**config.mk**
```make
export PLATFORM = sky130hd
export DESIGN_NAME = usbis_core
export DESIGN_NICKNAME = d
export VERILOG_FILES = /design/src/pkg/usbis_pkg.sv /design/src/hw/usbis_core.sv
export SDC_FILE = /design/constraint.sdc
export NUM_CORES = 1
export LEC_CHECK = 0
export BUFFER_PORTS_ARGS = -buffer_cell sky130_fd_sc_hd__clkbuf_2
export CORE_MARGIN = 2
export CORE_UTILIZATION = 35
export CTS_CLUSTER_DIAMETER = 40
export CTS_CLUSTER_SIZE = 16
export DETAILED_ROUTE_END_ITERATION = 6
export GPL_TIMING_DRIVEN = 0
export PLACE_DENSITY = 0.63
export SLEW_MARGIN = 5
export SYNTH_ARGS = -nofsm -noshare
export SYNTH_HDL_FRONTEND = slang
export SYNTH_SLANG_ARGS = --single-unit
```
**constraint.sdc**
```tcl
create_clock -name clk -period 2.25 [get_ports clk]
set_input_delay 0.45 -clock clk [delete_from_list [all_inputs] [get_ports clk]]
set_output_delay 0.45 -clock clk [all_outputs]
set_load 0.1 [all_outputs]
```
**src/pkg/usbis_pkg.sv**
```systemverilog
// Package with register map, field positions and reset values of the USB interrupt/status block
package usbis_pkg;
  // ==========================================================================
  // Register offsets (byte addresses)
  localparam logic [11:0] OFF_PIPE_MASK = 12'h05c0;
  localparam logic [11:0] OFF_PIPE_SET = 12'h0600;
  localparam logic [11:0] OFF_PIPE_CLR = 12'h0640;
  localparam logic [11:0] OFF_PIPE_STAT = 12'h0680;
  localparam logic [11:0] OFF_PIPE_CFG = 12'h06c0;
  localparam logic [11:0] OFF_EP_STAT = 12'h0100;
  localparam logic [11:0] OFF_EP_MASK = 12'h0140;
  localparam logic [11:0] OFF_EP_CFG = 12'h0180;
  localparam logic [11:0] OFF_GLB_STAT = 12'h0200;
  localparam logic [11:0] OFF_GLB_MASK = 12'h0240;
  localparam logic [11:0] OFF_GLB_CLASS = 12'h0280;
  // ==========================================================================
  // Pipe mask fields
  localparam int PM_TOGGLE_RESET = 18;
  localparam int PM_HALT = 17;
  localparam int PM_DMA_DIS = 16;
  localparam int PM_FIFO_CTRL = 14;
  localparam int PM_BUSY_EN = 12;
  localparam logic [31:0] PM_WMASK = 32'h0005_50ff;
  localparam logic [31:0] PM_RESET = 32'h0000_0000;
  // Pipe event bits 7:0: in_rx, out_tx, setup_tx, pipe_err, naked, overflow, stall, short
  localparam int PE_PIPE_ERR = 3;
  localparam int PE_STALL = 6;
  localparam logic [1:0] PT_CONTROL = 2'h0;
  localparam logic [1:0] PT_BULK = 2'h2;
  // ==========================================================================
  // Endpoint status bits
  localparam int ES_IN_SENT = 0;
  localparam int ES_OUT_RX = 1;
  localparam int ES_SETUP_RX = 2;
  localparam int ES_SHORT = 3;
  localparam int ES_BUSY = 4;
  localparam int ES_MDATA = 5;
  localparam int ES_DATAX = 6;
  localparam int ES_UNDERFLOW = 7;
  localparam int ES_OUT_NAK = 8;
  localparam int ES_HB_ISO_ERR = 9;
  localparam int ES_IN_NAK = 10;
  localparam int ES_CRC_ERR = 11;
  localparam int ES_WIDTH = 12;
  localparam logic [11:0] ES_EXCEPTION = 12'h0f80;
  localparam logic [1:0] EP_TYPE_ISO = 2'h1;
  localparam logic [1:0] DSEQ_DATAX = 2'h1;
  localparam logic [1:0] DSEQ_MDATA = 2'h3;
  // ==========================================================================
  // Global status bits
  localparam int GS_SUSPEND = 0;
  localparam int GS_SOF = 1;
  localparam int GS_MICRO_FRAME_START_FLAG = 2;
  localparam int GS_RESET_DONE = 3;
  localparam int GS_WAKEUP = 4;
  localparam int GS_RESUME_DONE = 5;
  localparam int GS_UP_RESUME = 6;
  localparam int GS_ENDPOINT = 7;
  localparam int GS_DMA = 8;
  localparam int GS_FRAME_EXC = 9;
  localparam int GS_WIDTH = 10;
endpackage : usbis_pkg

```
**src/hw/usbis_core.sv**
```systemverilog
// Interrupt classification, endpoint CRC handling and host pipe mask/status logic
`timescale 1ns/1ps
module usbis_core #(
  parameter int ADDR_W = 12
) (
  input wire logic clk,
  input wire logic nrst,
  input wire logic [ADDR_W-1:0] addr,
  input wire logic [31:0] wdata,
  input wire logic wr_stb,
  input wire logic rd_stb,
  output logic [31:0] rdata,
  input wire logic [usbis_pkg::GS_WIDTH-1:0] global_event,
  input wire logic frame_number_crc_error,
  input wire logic [usbis_pkg::ES_WIDTH-1:0] endpoint_event,
  input wire logic crc_error_seen,
  input wire logic [1:0] data_sequence_field,
  input wire logic [7:0] pipe_event,
  input wire logic pipe_configured,
  input wire logic pipe_request_want,
  output logic pipe_request,
  output logic data_toggle,
  output logic bank_store,
  output logic endpoint_irq,
  output logic pipe_irq,
  output logic irq
);
  initial
  begin
    if (ADDR_W < 12)
      $error("ADDR_W must be at least 12");
  end

  typedef struct packed {
    logic [31:0] rdata;
    logic [31:0] pipe_mask;
    logic [7:0] pipe_stat;
    logic [1:0] pipe_type;
    logic [usbis_pkg::ES_WIDTH-1:0] ep_stat;
    logic [usbis_pkg::ES_WIDTH-1:0] ep_mask;
    logic [1:0] ep_type;
    logic ep_dir_out;
    logic [usbis_pkg::GS_WIDTH-1:0] gl_stat;
    logic [usbis_pkg::GS_WIDTH-1:0] gl_mask;
    logic pipe_request;
    logic data_toggle;
    logic bank_store;
    logic endpoint_irq;
    logic pipe_irq;
    logic irq;
  } usbis_state_s;

  usbis_state_s st_reg;
  usbis_state_s st_next;
  logic [31:0] rd_mux;
  logic [usbis_pkg::ES_WIDTH-1:0] ep_set;
  logic [usbis_pkg::GS_WIDTH-1:0] gl_set;
  logic iso_out;
  logic ctl_bulk;
  logic wr_set;
  logic wr_clr;
  logic [31:0] set_clr_mask;

  // ==========================================================================
  // Set/clear reach the halt bit as well
  // A direct mask write keeps halt as it is, so set/clear are the only software
  // path to freeze or release a pipe.
  assign set_clr_mask = usbis_pkg::PM_WMASK | (32'h0000_0001 << usbis_pkg::PM_HALT);

  // ==========================================================================
  // Event classification
  always_comb
  begin
    iso_out = (st_reg.ep_type == usbis_pkg::EP_TYPE_ISO) && st_reg.ep_dir_out;
    ep_set = endpoint_event;
    ep_set[usbis_pkg::ES_CRC_ERR] = crc_error_seen && iso_out;
    // Corrupted OUT data still counts as received
    ep_set[usbis_pkg::ES_OUT_RX] = endpoint_event[usbis_pkg::ES_OUT_RX] || ep_set[usbis_pkg::ES_CRC_ERR];
    ep_set[usbis_pkg::ES_MDATA] = iso_out && ep_set[usbis_pkg::ES_OUT_RX]
      && (data_sequence_field == usbis_pkg::DSEQ_MDATA);
    ep_set[usbis_pkg::ES_DATAX] = iso_out && ep_set[usbis_pkg::ES_OUT_RX]
      && (data_sequence_field == usbis_pkg::DSEQ_DATAX);
    gl_set = global_event;
    // Frame starts with a frame-number CRC error move to the exception bit
    gl_set[usbis_pkg::GS_SOF] = global_event[usbis_pkg::GS_SOF] && !frame_number_crc_error;
    gl_set[usbis_pkg::GS_MICRO_FRAME_START_FLAG] = global_event[usbis_pkg::GS_MICRO_FRAME_START_FLAG] && !frame_number_crc_error;
    gl_set[usbis_pkg::GS_FRAME_EXC] = (global_event[usbis_pkg::GS_SOF]
      || global_event[usbis_pkg::GS_MICRO_FRAME_START_FLAG]) && frame_number_crc_error;
    gl_set[usbis_pkg::GS_ENDPOINT] = global_event[usbis_pkg::GS_ENDPOINT] || st_reg.endpoint_irq;
  end

  // ==========================================================================
  // Register read mux
  always_comb
  begin
    rd_mux = 32'h0000_0000;
    unique case (addr[11:0])
      usbis_pkg::OFF_PIPE_MASK: rd_mux = st_reg.pipe_mask;
      usbis_pkg::OFF_PIPE_STAT: rd_mux = {24'h00_0000, st_reg.pipe_stat};
      usbis_pkg::OFF_PIPE_CFG: rd_mux = {30'h0000_0000, st_reg.pipe_type};
      usbis_pkg::OFF_EP_STAT: rd_mux = {20'h0_0000, st_reg.ep_stat};
      usbis_pkg::OFF_EP_MASK: rd_mux = {20'h0_0000, st_reg.ep_mask};
      usbis_pkg::OFF_EP_CFG: rd_mux = {29'h0000_0000, st_reg.ep_dir_out, st_reg.ep_type};
      usbis_pkg::OFF_GLB_STAT: rd_mux = {22'h00_0000, st_reg.gl_stat};
      usbis_pkg::OFF_GLB_MASK: rd_mux = {22'h00_0000, st_reg.gl_mask};
      // Class view: which status bits are exceptions
      usbis_pkg::OFF_GLB_CLASS: rd_mux = {6'h00, 10'h200, 4'h0, usbis_pkg::ES_EXCEPTION};
      default: rd_mux = 32'h0000_0000;
    endcase
  end

  // ==========================================================================
  // Next state
  always_comb
  begin
    st_next = st_reg;
    ctl_bulk = (st_reg.pipe_type == usbis_pkg::PT_CONTROL)
      || (st_reg.pipe_type == usbis_pkg::PT_BULK);
    wr_set = wr_stb && (addr[11:0] == usbis_pkg::OFF_PIPE_SET) && ctl_bulk;
    wr_clr = wr_stb && (addr[11:0] == usbis_pkg::OFF_PIPE_CLR) && ctl_bulk;
    st_next.rdata = rd_stb ? rd_mux : 32'h0000_0000;
    // Toggle-reset completes in one cycle, so the status is a one-cycle mark
    st_next.pipe_mask[usbis_pkg::PM_TOGGLE_RESET] = 1'b0;
    if (wr_stb && (addr[11:0] == usbis_pkg::OFF_PIPE_MASK) && ctl_bulk)
      st_next.pipe_mask = (wdata & usbis_pkg::PM_WMASK) | (st_reg.pipe_mask & 32'h0002_0000);
    if (wr_set)
      st_next.pipe_mask = st_reg.pipe_mask | (wdata & set_clr_mask);
    // Halt-clear only releases the pipe; a live hardware cause sets it again below
    if (wr_clr)
      st_next.pipe_mask = st_reg.pipe_mask & ~(wdata & set_clr_mask);
    if (wr_set && wdata[usbis_pkg::PM_TOGGLE_RESET])
    begin
      st_next.pipe_mask[usbis_pkg::PM_TOGGLE_RESET] = 1'b1;
      st_next.data_toggle = 1'b0;
    end
    else if (st_reg.pipe_request)
      st_next.data_toggle = !st_reg.data_toggle;
    // Hardware halt causes win over a same-cycle clear
    if (!pipe_configured || pipe_event[usbis_pkg::PE_STALL] || pipe_event[usbis_pkg::PE_PIPE_ERR])
      st_next.pipe_mask[usbis_pkg::PM_HALT] = 1'b1;
    if (wr_stb && (addr[11:0] == usbis_pkg::OFF_PIPE_CFG))
      st_next.pipe_type = wdata[1:0];
    if (wr_stb && (addr[11:0] == usbis_pkg::OFF_EP_MASK))
      st_next.ep_mask = wdata[usbis_pkg::ES_WIDTH-1:0];
    if (wr_stb && (addr[11:0] == usbis_pkg::OFF_EP_CFG))
    begin
      st_next.ep_type = wdata[1:0];
      st_next.ep_dir_out = wdata[2];
    end
    if (wr_stb && (addr[11:0] == usbis_pkg::OFF_GLB_MASK))
      st_next.gl_mask = wdata[usbis_pkg::GS_WIDTH-1:0];
    // Read-to-clear; a new event in the same cycle survives
    st_next.pipe_stat = (rd_stb && addr[11:0] == usbis_pkg::OFF_PIPE_STAT) ? pipe_event
      : (st_reg.pipe_stat | pipe_event);
    st_next.ep_stat = (rd_stb && addr[11:0] == usbis_pkg::OFF_EP_STAT) ? ep_set
      : (st_reg.ep_stat | ep_set);
    st_next.gl_stat = (rd_stb && addr[11:0] == usbis_pkg::OFF_GLB_STAT) ? gl_set
      : (st_reg.gl_stat | gl_set);
    st_next.bank_store = ep_set[usbis_pkg::ES_OUT_RX];
    st_next.pipe_request = pipe_request_want && !st_next.pipe_mask[usbis_pkg::PM_HALT];
    st_next.endpoint_irq = |(st_next.ep_stat & st_next.ep_mask);
    st_next.pipe_irq = |(st_next.pipe_stat & st_next.pipe_mask[7:0]);
    st_next.irq = |(st_next.gl_stat & st_next.gl_mask) || st_next.pipe_irq;
  end

  always_ff @(posedge clk or negedge nrst)
  begin
    if (!nrst)
    begin
      st_reg <= '0;
      st_reg.pipe_mask <= usbis_pkg::PM_RESET;
    end
    else
      st_reg <= st_next;
  end

  assign rdata = st_reg.rdata;
  assign pipe_request = st_reg.pipe_request;
  assign data_toggle = st_reg.data_toggle;
  assign bank_store = st_reg.bank_store;
  assign endpoint_irq = st_reg.endpoint_irq;
  assign pipe_irq = st_reg.pipe_irq;
  assign irq = st_reg.irq;
endmodule : usbis_core

```
==> results of run 1 <==
## per-layer routing
| metal | track usage (%) | vias up | wire length [um] |
|---|---|---|---|
| li1 | - | 1722 | - |
| met1 | 26.7 | 1865 | 5950 |
| met2 | 29.7 | 155 | 6410 |
| met3 | 2.96 | 15 | 775 |
| met4 | 4.14 | 0 | 182 |
| met5 | 0 | - | 0 |
## worst paths after layout
check	start	endpoint	slack, ps	cells after the start
worst max-delay path	addr[4]	irq	-280	8
worst min-delay path	nrst	st_reg[33]	150	1
worst max register to register	st_reg[53]	irq	-240	7
worst min register to register	st_reg[25]	st_reg[25]	500	2
max in group asynchronous	nrst	bank_store	1420	2
min in group clk	pipe_request_want	pipe_request	300	3
## timing repair
action | in CTS | in global routing
cloned | 3 | 0
buffers inserted | 9 | 15
hold buffers | 0 | 0
pin swaps | 15 | 23
resized for setup | 30 | 34
endpoints found under the setup margin | 16 | 19
## power groups by stage
stage                     combinational (mW)  clock (mW)  sequential [mW]
after floorplan                        0.174           0             1.77
after global placement                 0.333           0             1.76
after detailed placement               0.345           0             1.76
after CTS                              0.353        1.51             1.72
after global routing                   0.378        1.58             1.72
final                                  0.356        1.48             1.72
## critical path, delay by kind of cell
| family | cells | cell delay (ps) |
|---|---|---|
| mux | 1 | 320 |
| compound gates | 1 | 120 |
| buf+inv | 2 | 260 |
| simple gates | 4 | 1570 |
## logic make-up after synthesis
family / Yosys count
AND/OR/NAND/NOR: 94
multiplexers: 31
buffers and inverters: 66
flip-flops: 95
XOR/XNOR: 1
other: 1
AO/OA/AOI/OAI: 108
## through the flow
step	hold WS (ps)	instances
2_1_floorplan	154	396
3_3_place_gp	473	670
3_5_place_dp	481	671
4_1_cts	162	697
5_1_grt	195	709
6_report	152	709
## final cells by class
| type | count | area, sq um |
|---|---|---|
| Multi-Input combinational cell | 235 | 2040 |
| Buffer | 40 | 303 |
| Timing Repair Buffer | 129 | 818 |
| Tap cell | 172 | 215 |
| Clock inverter | 5 | 40.0 |
| Inverter | 22 | 82.6 |
| Clock buffer | 11 | 253 |
| Sequential cell | 95 | 2380 |
| Fill cell | 1171 | 6540 |
## layout by cell type (no fill, tap or decap), types with 5 or more instances in the layout
master       n
clkbuf_2   100
dfrtp_1     95
buf_4       49
inv_1       22
mux2_2      21
a21o_1      21
nand2_1     16
a22oi_1     11
a221oi_1    10
or2_2       10
buf_6        9
a222oi_1     9
clkbuf_16    9
o21ai_0      8
nor2_4       7
and3_1       6
o21ai_1      6
nor3b_1      5
mux2i_1      5
mux2_4       5
a2bb2oi_1    5
a21oi_1      5
a22oi_2      5
a21oi_2      5
==> reports/metrics.yaml, run 1 <==
design_power_total_mw: 3.55
drc: 0
drt-vias-per-instance: 5.30
cts_buffers: 9
finalCriticalPeriod_ps: 2530
rsz0062_at_grt: "yes"
grt_pass1_vias: 3824
postPlaceCellArea_sq_um: 5410
largest_reg_flops: 70
start_kind: "primary input"
hpwl_um: 9570
slew_viol_final: 0
synth_area_leaders: "dfrtp_1 52%, mux2_2 6.4%, buf_4 5.4%, a21o_1 3.5%, a22oi_1 2.6%"
yosysTopAreaCellShare_pct: 52.2
cp_slowest_cell: "or4b_4"
design.core.area_sq_um: 12700
antenna_left: 0
fin_util_pct: 48.4
synth-simple-area-share_pct: 14.0
switching_share_pct: 25.7
power_switching_mw: 0.914
max_stage_delay_ps: 530
critical_path_class: "primary input to flop"
nets: 616
wire_per_inst_um: 18.8
antenna_found_initial: 0
fp-row-count: 41
cts-root-buf: "clkbuf_16"
synth.distinct_cells: 60
fin_crit_sh_pct: 112
cellLeakagePower_nw: 2.83
grt_pass1_wl_um: 20300
p_seq_share_pct: 48.5
fp.dieArea_sq_um: 13900
ys_ff_latch: 95
finalSetupViolations: 10
drt-initial-drc-count: 243
finClkSkew_ps: 9.71
synth_async_sr_flop_share_pct: 100
cts.path.max_buffers: 2
grt_max_degree: 55
first_pass_iters: 5
seq_area_frac_synth_pct: 52.2
synthAdderAreaFrac_pct: 0
ys_warn_count: 0
pre_cts_ws_ps: -878
grt_usage_pct: 18.6
crit_chain: "clkbuf_2 -> nor4_4 -> and4_4 -> buf_8 -> mux2_4 -> o2bb2ai_2 -> or4b_4 -> or4_4"
synth_edf_count: 0
timing.fmax_ghz: 0.395
crit_required_ps: 2460
setup.worst_path.end_class: "flop"
synthMuxAreaShare_pct: 7.52
syn_avg_cell_area_sq_um: 11.5
portBuffers: 102
synthesis.nets: 480
cts_tree: "done"
slew_headroom_pct: 47.5
die_w_um: 118
antennaDiodeCount: 0
ios: 122
initial_utilization_pct: 36.0
yosys.area.top_type: "dfrtp_1"
grt-ovfl-total: 0
drive_gt1_share_pct: 50.1
clkPwrFrac_pct: 41.5
worstPathMaxFanout: 8
h-tree-depth: 3
violations: "setup timing"
drt-total-wl_um: 13300
die-height_um: 118
combPwrFrac_pct: 10.0
hold_viol: 0
outcome: "complete, but fails checks"
synth_top_family_by_area: "compound AO/OA/AOI/OAI gates"
place.gp.congestion: 0.850
max-vdd-ir-drop_mv: 0.296
fin_tns_setup_ps: -539
netlist_top_cells_count: "95 x dfrtp_1, 33 x buf_4, 26 x mux2_2"
p_int_mw: 2.64
syn_to_final_growth_pct: 34.5
vias: 3757
fin_area_sq_um: 6130
hold_path.class: "primary input to async pin"
ys.flop_type: "dfrtp_1"
syn_area_sq_um: 4560
pwr_density_cell_nw_per_um2: 580
netlist_instances: 396
clk_pin_slew_ps: 70
post_synth_xor_area_fraction_pct: 0.192
cap_violations: 0
numClockSinks: 95
worst_pin_slew_ps: 782
clk-insertion-delay-late_ps: 340
setup_ws_ps: -280
yosysMostFrequentCell: "dfrtp_1"
cp.arrival_ps: 2740
synth-compound-area-share_pct: 17.5
Note: power is estimated with default switching activity, not from simulation.
==> run 2: changes to the inputs <==
- RECOVER_POWER: default -> 25
==> run 2 against run 1 <==
Global-route usage unchanged. Core utilization down 0.18 points. Combinational power down 2%. The run still ends with setup timing left. Via count about the same. First-iteration DRC count down 8.2%.
==> reports/metrics.yaml, run 2 (synthesis results as in run 1) <==
grt_pass1_vias: 3824  # unchanged
drt-vias-per-instance: 5.30  # about the same
vias: 3756  # -0.027%
max-vdd-ir-drop_mv: 0.295  # -0.38%
antenna_found_initial: 0  # unchanged
design.core.area_sq_um: 12700  # unchanged
outcome: "complete, but fails checks"
worstPathMaxFanout: 8  # unchanged
critical_path_class: "primary input to flop"
drive_gt1_share_pct: 50.1  # unchanged
nets: 616  # unchanged
grt_usage_pct: 18.6  # unchanged
wire_per_inst_um: 18.8  # about the same
syn_to_final_growth_pct: 34.0
largest_reg_flops: 70  # unchanged
hold_path.class: "primary input to async pin"
grt_pass1_wl_um: 20300  # unchanged
cap_violations: 0  # unchanged
die-height_um: 118  # unchanged
final_cell_mix: "101 x clkbuf_2, 95 x dfrtp_1, 49 x buf_4"
ios: 122  # unchanged
drt-total-wl_um: 13300  # about the same
dr_wl_met3_um: 780  # +0.65%
timing.fmax_ghz: 0.395  # -0.16%
fp-row-count: 41  # unchanged
place_inst: 671  # unchanged
p_int_mw: 2.64  # -0.17%
fp.dieArea_sq_um: 13900  # unchanged
hold_viol: 0  # unchanged
cellLeakagePower_nw: 2.83  # -0.30%
slew_headroom_pct: 29.3  # -18 points
cts-root-buf: "clkbuf_16"
finalSetupViolations: 10  # unchanged
clk_pin_slew_ps: 70  # about the same
drt-initial-drc-count: 223  # -8.2%
die_w_um: 118  # unchanged
worst_pin_slew_ps: 1060  # +278 ps
drc: 0  # unchanged
top_layer_used: "met4"
place.gp.congestion: 0.850  # unchanged
final_cells: 709  # unchanged
slew_viol_final: 0  # unchanged
final_common_cell: "clkbuf_2"
switching_share_pct: 25.7  # about the same
cp.arrival_ps: 2740  # about the same
hold_buffers: 0  # unchanged
cts_buffers: 9  # unchanged
violations: "setup timing"
hpwl_um: 9570  # unchanged
finClkSkew_ps: 8.62  # -1.09 ps
rsz0062_at_grt: "yes"
dr_wl_met2_um: 6430  # +0.36%
numClockSinks: 95  # unchanged
grt_max_degree: 55  # unchanged
wirelength_met1_um: 5920  # -0.47%
first_pass_iters: 5  # unchanged
crit_required_ps: 2460  # about the same
antennaDiodeCount: 0  # unchanged
combPwrFrac_pct: 9.9  # about the same
antenna_left: 0  # unchanged
setup.worst_path.end_class: "flop"
finalCriticalPeriod_ps: 2530  # +4.02 ps
cts.path.max_buffers: 2  # unchanged
fin_crit_sh_pct: 113  # +0.18 points
pwr_density_cell_nw_per_um2: 581  # +0.22%
p_seq_share_pct: 48.5  # about the same
initial_utilization_pct: 36.0  # unchanged
cts_tree: "done"
power_switching_mw: 0.913  # about the same
portBuffers: 102  # unchanged
clkPwrFrac_pct: 41.6  # about the same
setup_ws_ps: -284  # -4.02 ps
clk-insertion-delay-late_ps: 340  # about the same
design_power_total_mw: 3.55  # -0.15%
h-tree-depth: 3  # unchanged
grt-ovfl-total: 0  # unchanged
start_kind: "primary input"
-- run 2: final timing paths --
check                                  start            to  slack [ps]  cells past startpoint
setup / recovery                     addr[4]           irq        -280                      8
hold / removal                          nrst    st_reg[33]         290                      1
setup reg to reg                  st_reg[53]           irq        -250                      7
hold reg to reg                   st_reg[25]    st_reg[25]         500                      2
max in group asynchronous               nrst    bank_store         560                      2
min in group clk           pipe_request_want  pipe_request         290                      3
-- run 2: layout make-up --
| type | count | area, sq um |
|---|---|---|
| clock inverters | 5 | 40.0 |
| repair buffers | 129 | 796 |
| flip-flops and latches | 95 | 2380 |
| fillers | 1174 | 6570 |
| well taps | 172 | 215 |
| multi-input cells | 235 | 2040 |
| clock buffers | 11 | 253 |
| plain buffers | 40 | 303 |
| inverters | 22 | 82.6 |
-- run 2: worst max-delay path, cell delays in order --
cell and delay (ps):
clkbuf_2 110, nor4_4 330, and4_4 290, buf_8 150, mux2_4 320, a22oi_2 170
or4b_4 490, or4_4 420
-- run 2: stage by stage --
stage | hold slack (ps) | setup slack, ps | setup TNS (ps) | utilization (%) | instance area [sq um]
floorplan | 154 | -372 | -1210 | - | 4650
global placement | 473 | -849 | -54390 | 42.4 | 5380
global route | 306 | -362 | -1180 | 48.2 | 6100
CTS | 162 | -337 | -337 | 46.3 | 5870
finish | 292 | -284 | -497 | 48.2 | 6100
detailed placement | 481 | -878 | -12540 | 42.7 | 5410
-- run 2: timing repair --
| action | in CTS | in global routing |
|---|---|---|
| buffers inserted | 9 | 15 |
| cloned | 3 | 0 |
| setup endpoints to repair | 16 | 19 |
| resized for setup | 30 | 34 |
| pin swaps | 15 | 23 |
-- run 2: layer usage --
| layer | GRT usage (%) | vias up |
|---|---|---|
| met2 | 29.7 | 154 |
| met4 | 4.14 | 0 |
| met3 | 2.96 | 16 |
| met1 | 26.7 | 1866 |
| li1 | - | 1720 |
| met5 | 0 | - |
-- run 2: power by group through the flow --
| stage | registers [mW] | logic, mW | clock network (mW) |
|---|---|---|---|
| 2_1_floorplan | 1.77 | 0.174 | 0 |
| 3_3_place_gp | 1.76 | 0.333 | 0 |
| 3_5_place_dp | 1.76 | 0.345 | 0 |
| 4_1_cts | 1.72 | 0.353 | 1.51 |
| 5_1_grt | 1.72 | 0.372 | 1.58 |
| 6_report | 1.72 | 0.350 | 1.48 |
==> run 3: changes to the inputs <==
- PLACE_DENSITY: 0.63 -> 0.7
- SKIP_CTS_REPAIR_TIMING: default -> 1
==> run 3 against run 2 <==
The flow still finishes with violations (setup timing). Core utilization up 0.53 points. Sequential share of layout area down 0.43 points. Total power up 9.4%. Count of clock-buffer cells in the layout down 1. Final area up 1.1%. Maximum frequency down 1.5%. Global-route usage down 0.31 points. Wire length up 2.9%. Die area unchanged. Sequential power about the same. Combinational power up 1%. Critical endpoint unchanged. Largest cell class unchanged. Largest power group is now the clock network. Highest routed layer unchanged.
==> reports/metrics.yaml, run 3 (synthesis results as in run 1) <==
finalCriticalPeriod_ps: 2570  # +39.0 ps
busiest_layer: "met2"
die_w_um: 118  # unchanged
nets: 613  # -0.49%
first_pass_iters: 5  # unchanged
fp-row-count: 41  # unchanged
cellLeakagePower_nw: 2.84  # +0.70%
setup.worst_path.end_class: "flop"
crit-reg2reg-launch: "st_reg[53]"
slew_viol_final: 0  # unchanged
antenna_left: 0  # unchanged
fin_area_sq_um: 6170  # +1.1%
finalSetupViolations: 3  # -7
numClockSinks: 95  # unchanged
timing.fmax_ghz: 0.389  # -1.5%
critical_path_class: "flop to flop"
final_cells: 706  # -0.42%
worst_pin_slew_ps: 869  # -191 ps
hpwl_um: 9490  # -0.76%
crit_required_ps: 2470  # about the same
drt-initial-drc-count: 387  # +74%
cts_tree: "done"
cp.arrival_ps: 2790  # +50 ps
use_met1_pct: 24.4  # -2.3 points
fillers: 1126  # -4.1%
largest_reg_flops: 70  # unchanged
grt_max_degree: 62  # +13%
slew_headroom_pct: 42.1  # +13 points
fin_crit_sh_pct: 114  # +1.7 points
met3_usage_pct: 4.51  # +1.6 points
drt-total-wl_um: 13700  # +2.9%
final_cell_mix: "104 x clkbuf_2, 95 x dfrtp_1, 49 x buf_4"
clk_pin_slew_ps: 80  # about the same
hold_viol: 0  # unchanged
postPlaceCellArea_sq_um: 5410  # unchanged
cts.path.max_buffers: 2  # unchanged
pwr_density_cell_nw_per_um2: 629  # +8.2%
max-vdd-ir-drop_mv: 0.402  # +36%
initial_utilization_pct: 36.0  # unchanged
grt_pass1_vias: 3668  # -4.1%
rsz0062_at_grt: "yes"
syn_to_final_growth_pct: 35.4
drc: 0  # unchanged
met2_usage_pct: 29.2  # -0.47 points
start_kind: "flop"
cts-root-buf: "clkbuf_16"
cts_buffers: 9  # unchanged
finClkSkew_ps: 13.0  # +4.40 ps
final_common_cell: "clkbuf_2"
fp.dieArea_sq_um: 13900  # unchanged
cp-startpoint: "st_reg[53]"
vias: 3813  # +1.5%
design.core.area_sq_um: 12700  # unchanged
drive_gt1_share_pct: 51.7  # +1.6 points
drt-vias-per-instance: 5.40  # +1.9%
h-tree-depth: 3  # unchanged
r2r_cells: 7  # unchanged
grt-ovfl-total: 0  # unchanged
cap_violations: 0  # unchanged
outcome: "complete, but fails checks"
place.gp.congestion: 0.886  # +4.3%
antenna_found_initial: 0  # unchanged
portBuffers: 102  # unchanged
antennaDiodeCount: 0  # unchanged
violations: "setup timing"
ios: 122  # unchanged
design_power_total_mw: 3.88  # +9.4%
grt_pass1_wl_um: 19800  # -2.5%
worstPathMaxFanout: 4  # -4
grt_usage_pct: 18.3  # -0.31 points
clk-insertion-delay-late_ps: 360  # +20 ps
hold_path.class: "primary input to async pin"
wire_per_inst_um: 19.4  # +3.3%
setup_ws_ps: -323  # -39.0 ps
die-height_um: 118  # unchanged
place_inst: 671  # unchanged
==> run 3: worst paths after layout <==
check                                to  slack [ps]
setup / recovery                    irq        -320
hold / removal               st_reg[27]         200
setup reg to reg                    irq        -320
hold reg to reg              st_reg[23]         500
max in group asynchronous      rdata[6]         620
min in group clk           pipe_request         290
==> run 3: critical path, stage by stage (launching register included) <==
cell and delay, ps:
dfrtp_1 400, or4b_4 540, nor4_4 300, buf_4 220
a221oi_2 80, o21ai_1 220, o2111ai_2 160, or4_1 520
==> run 3: power by group <==
part           internal, mW  total [mW]  switching (mW)  leakage [nW]
logic                 0.103       0.355           0.252          1.55
clock network          1.12        1.80           0.682         0.169
registers              1.72        1.72         0.00763          1.13
==> run 3: per-layer routing <==
metal | vias up | wire (um)
met5 | - | 0
met4 | 0 | 269
met3 | 24 | 1120
met2 | 186 | 6530
met1 | 1882 | 5770
li1 | 1721 | -
==> run 3: area by class of cell <==
type                    instances  area (sq um)  area share, %
clock buffers                  10           239           3.87
flip-flops and latches         95          2380           38.5
inverters                      22          82.6           1.34
clock inverters                 6           115           1.86
repair buffers                124           713           11.6
multi-input cells             236          2110           34.3
well taps                     172           215           3.49
plain buffers                  41           315           5.11
==> run 3: stage by stage <==
step | util [%] | hold WS [ps] | TNS (ps) | worst slack, ps
final | 48.7 | 198 | -374 | -323
after global routing | 48.7 | 277 | -960 | -395
after CTS | 45.5 | 113 | -2000 | -515
after detailed placement | 42.7 | 481 | -13200 | -868
after global placement | 42.4 | 470 | -52240 | -833
after floorplan | - | 154 | -1210 | -372
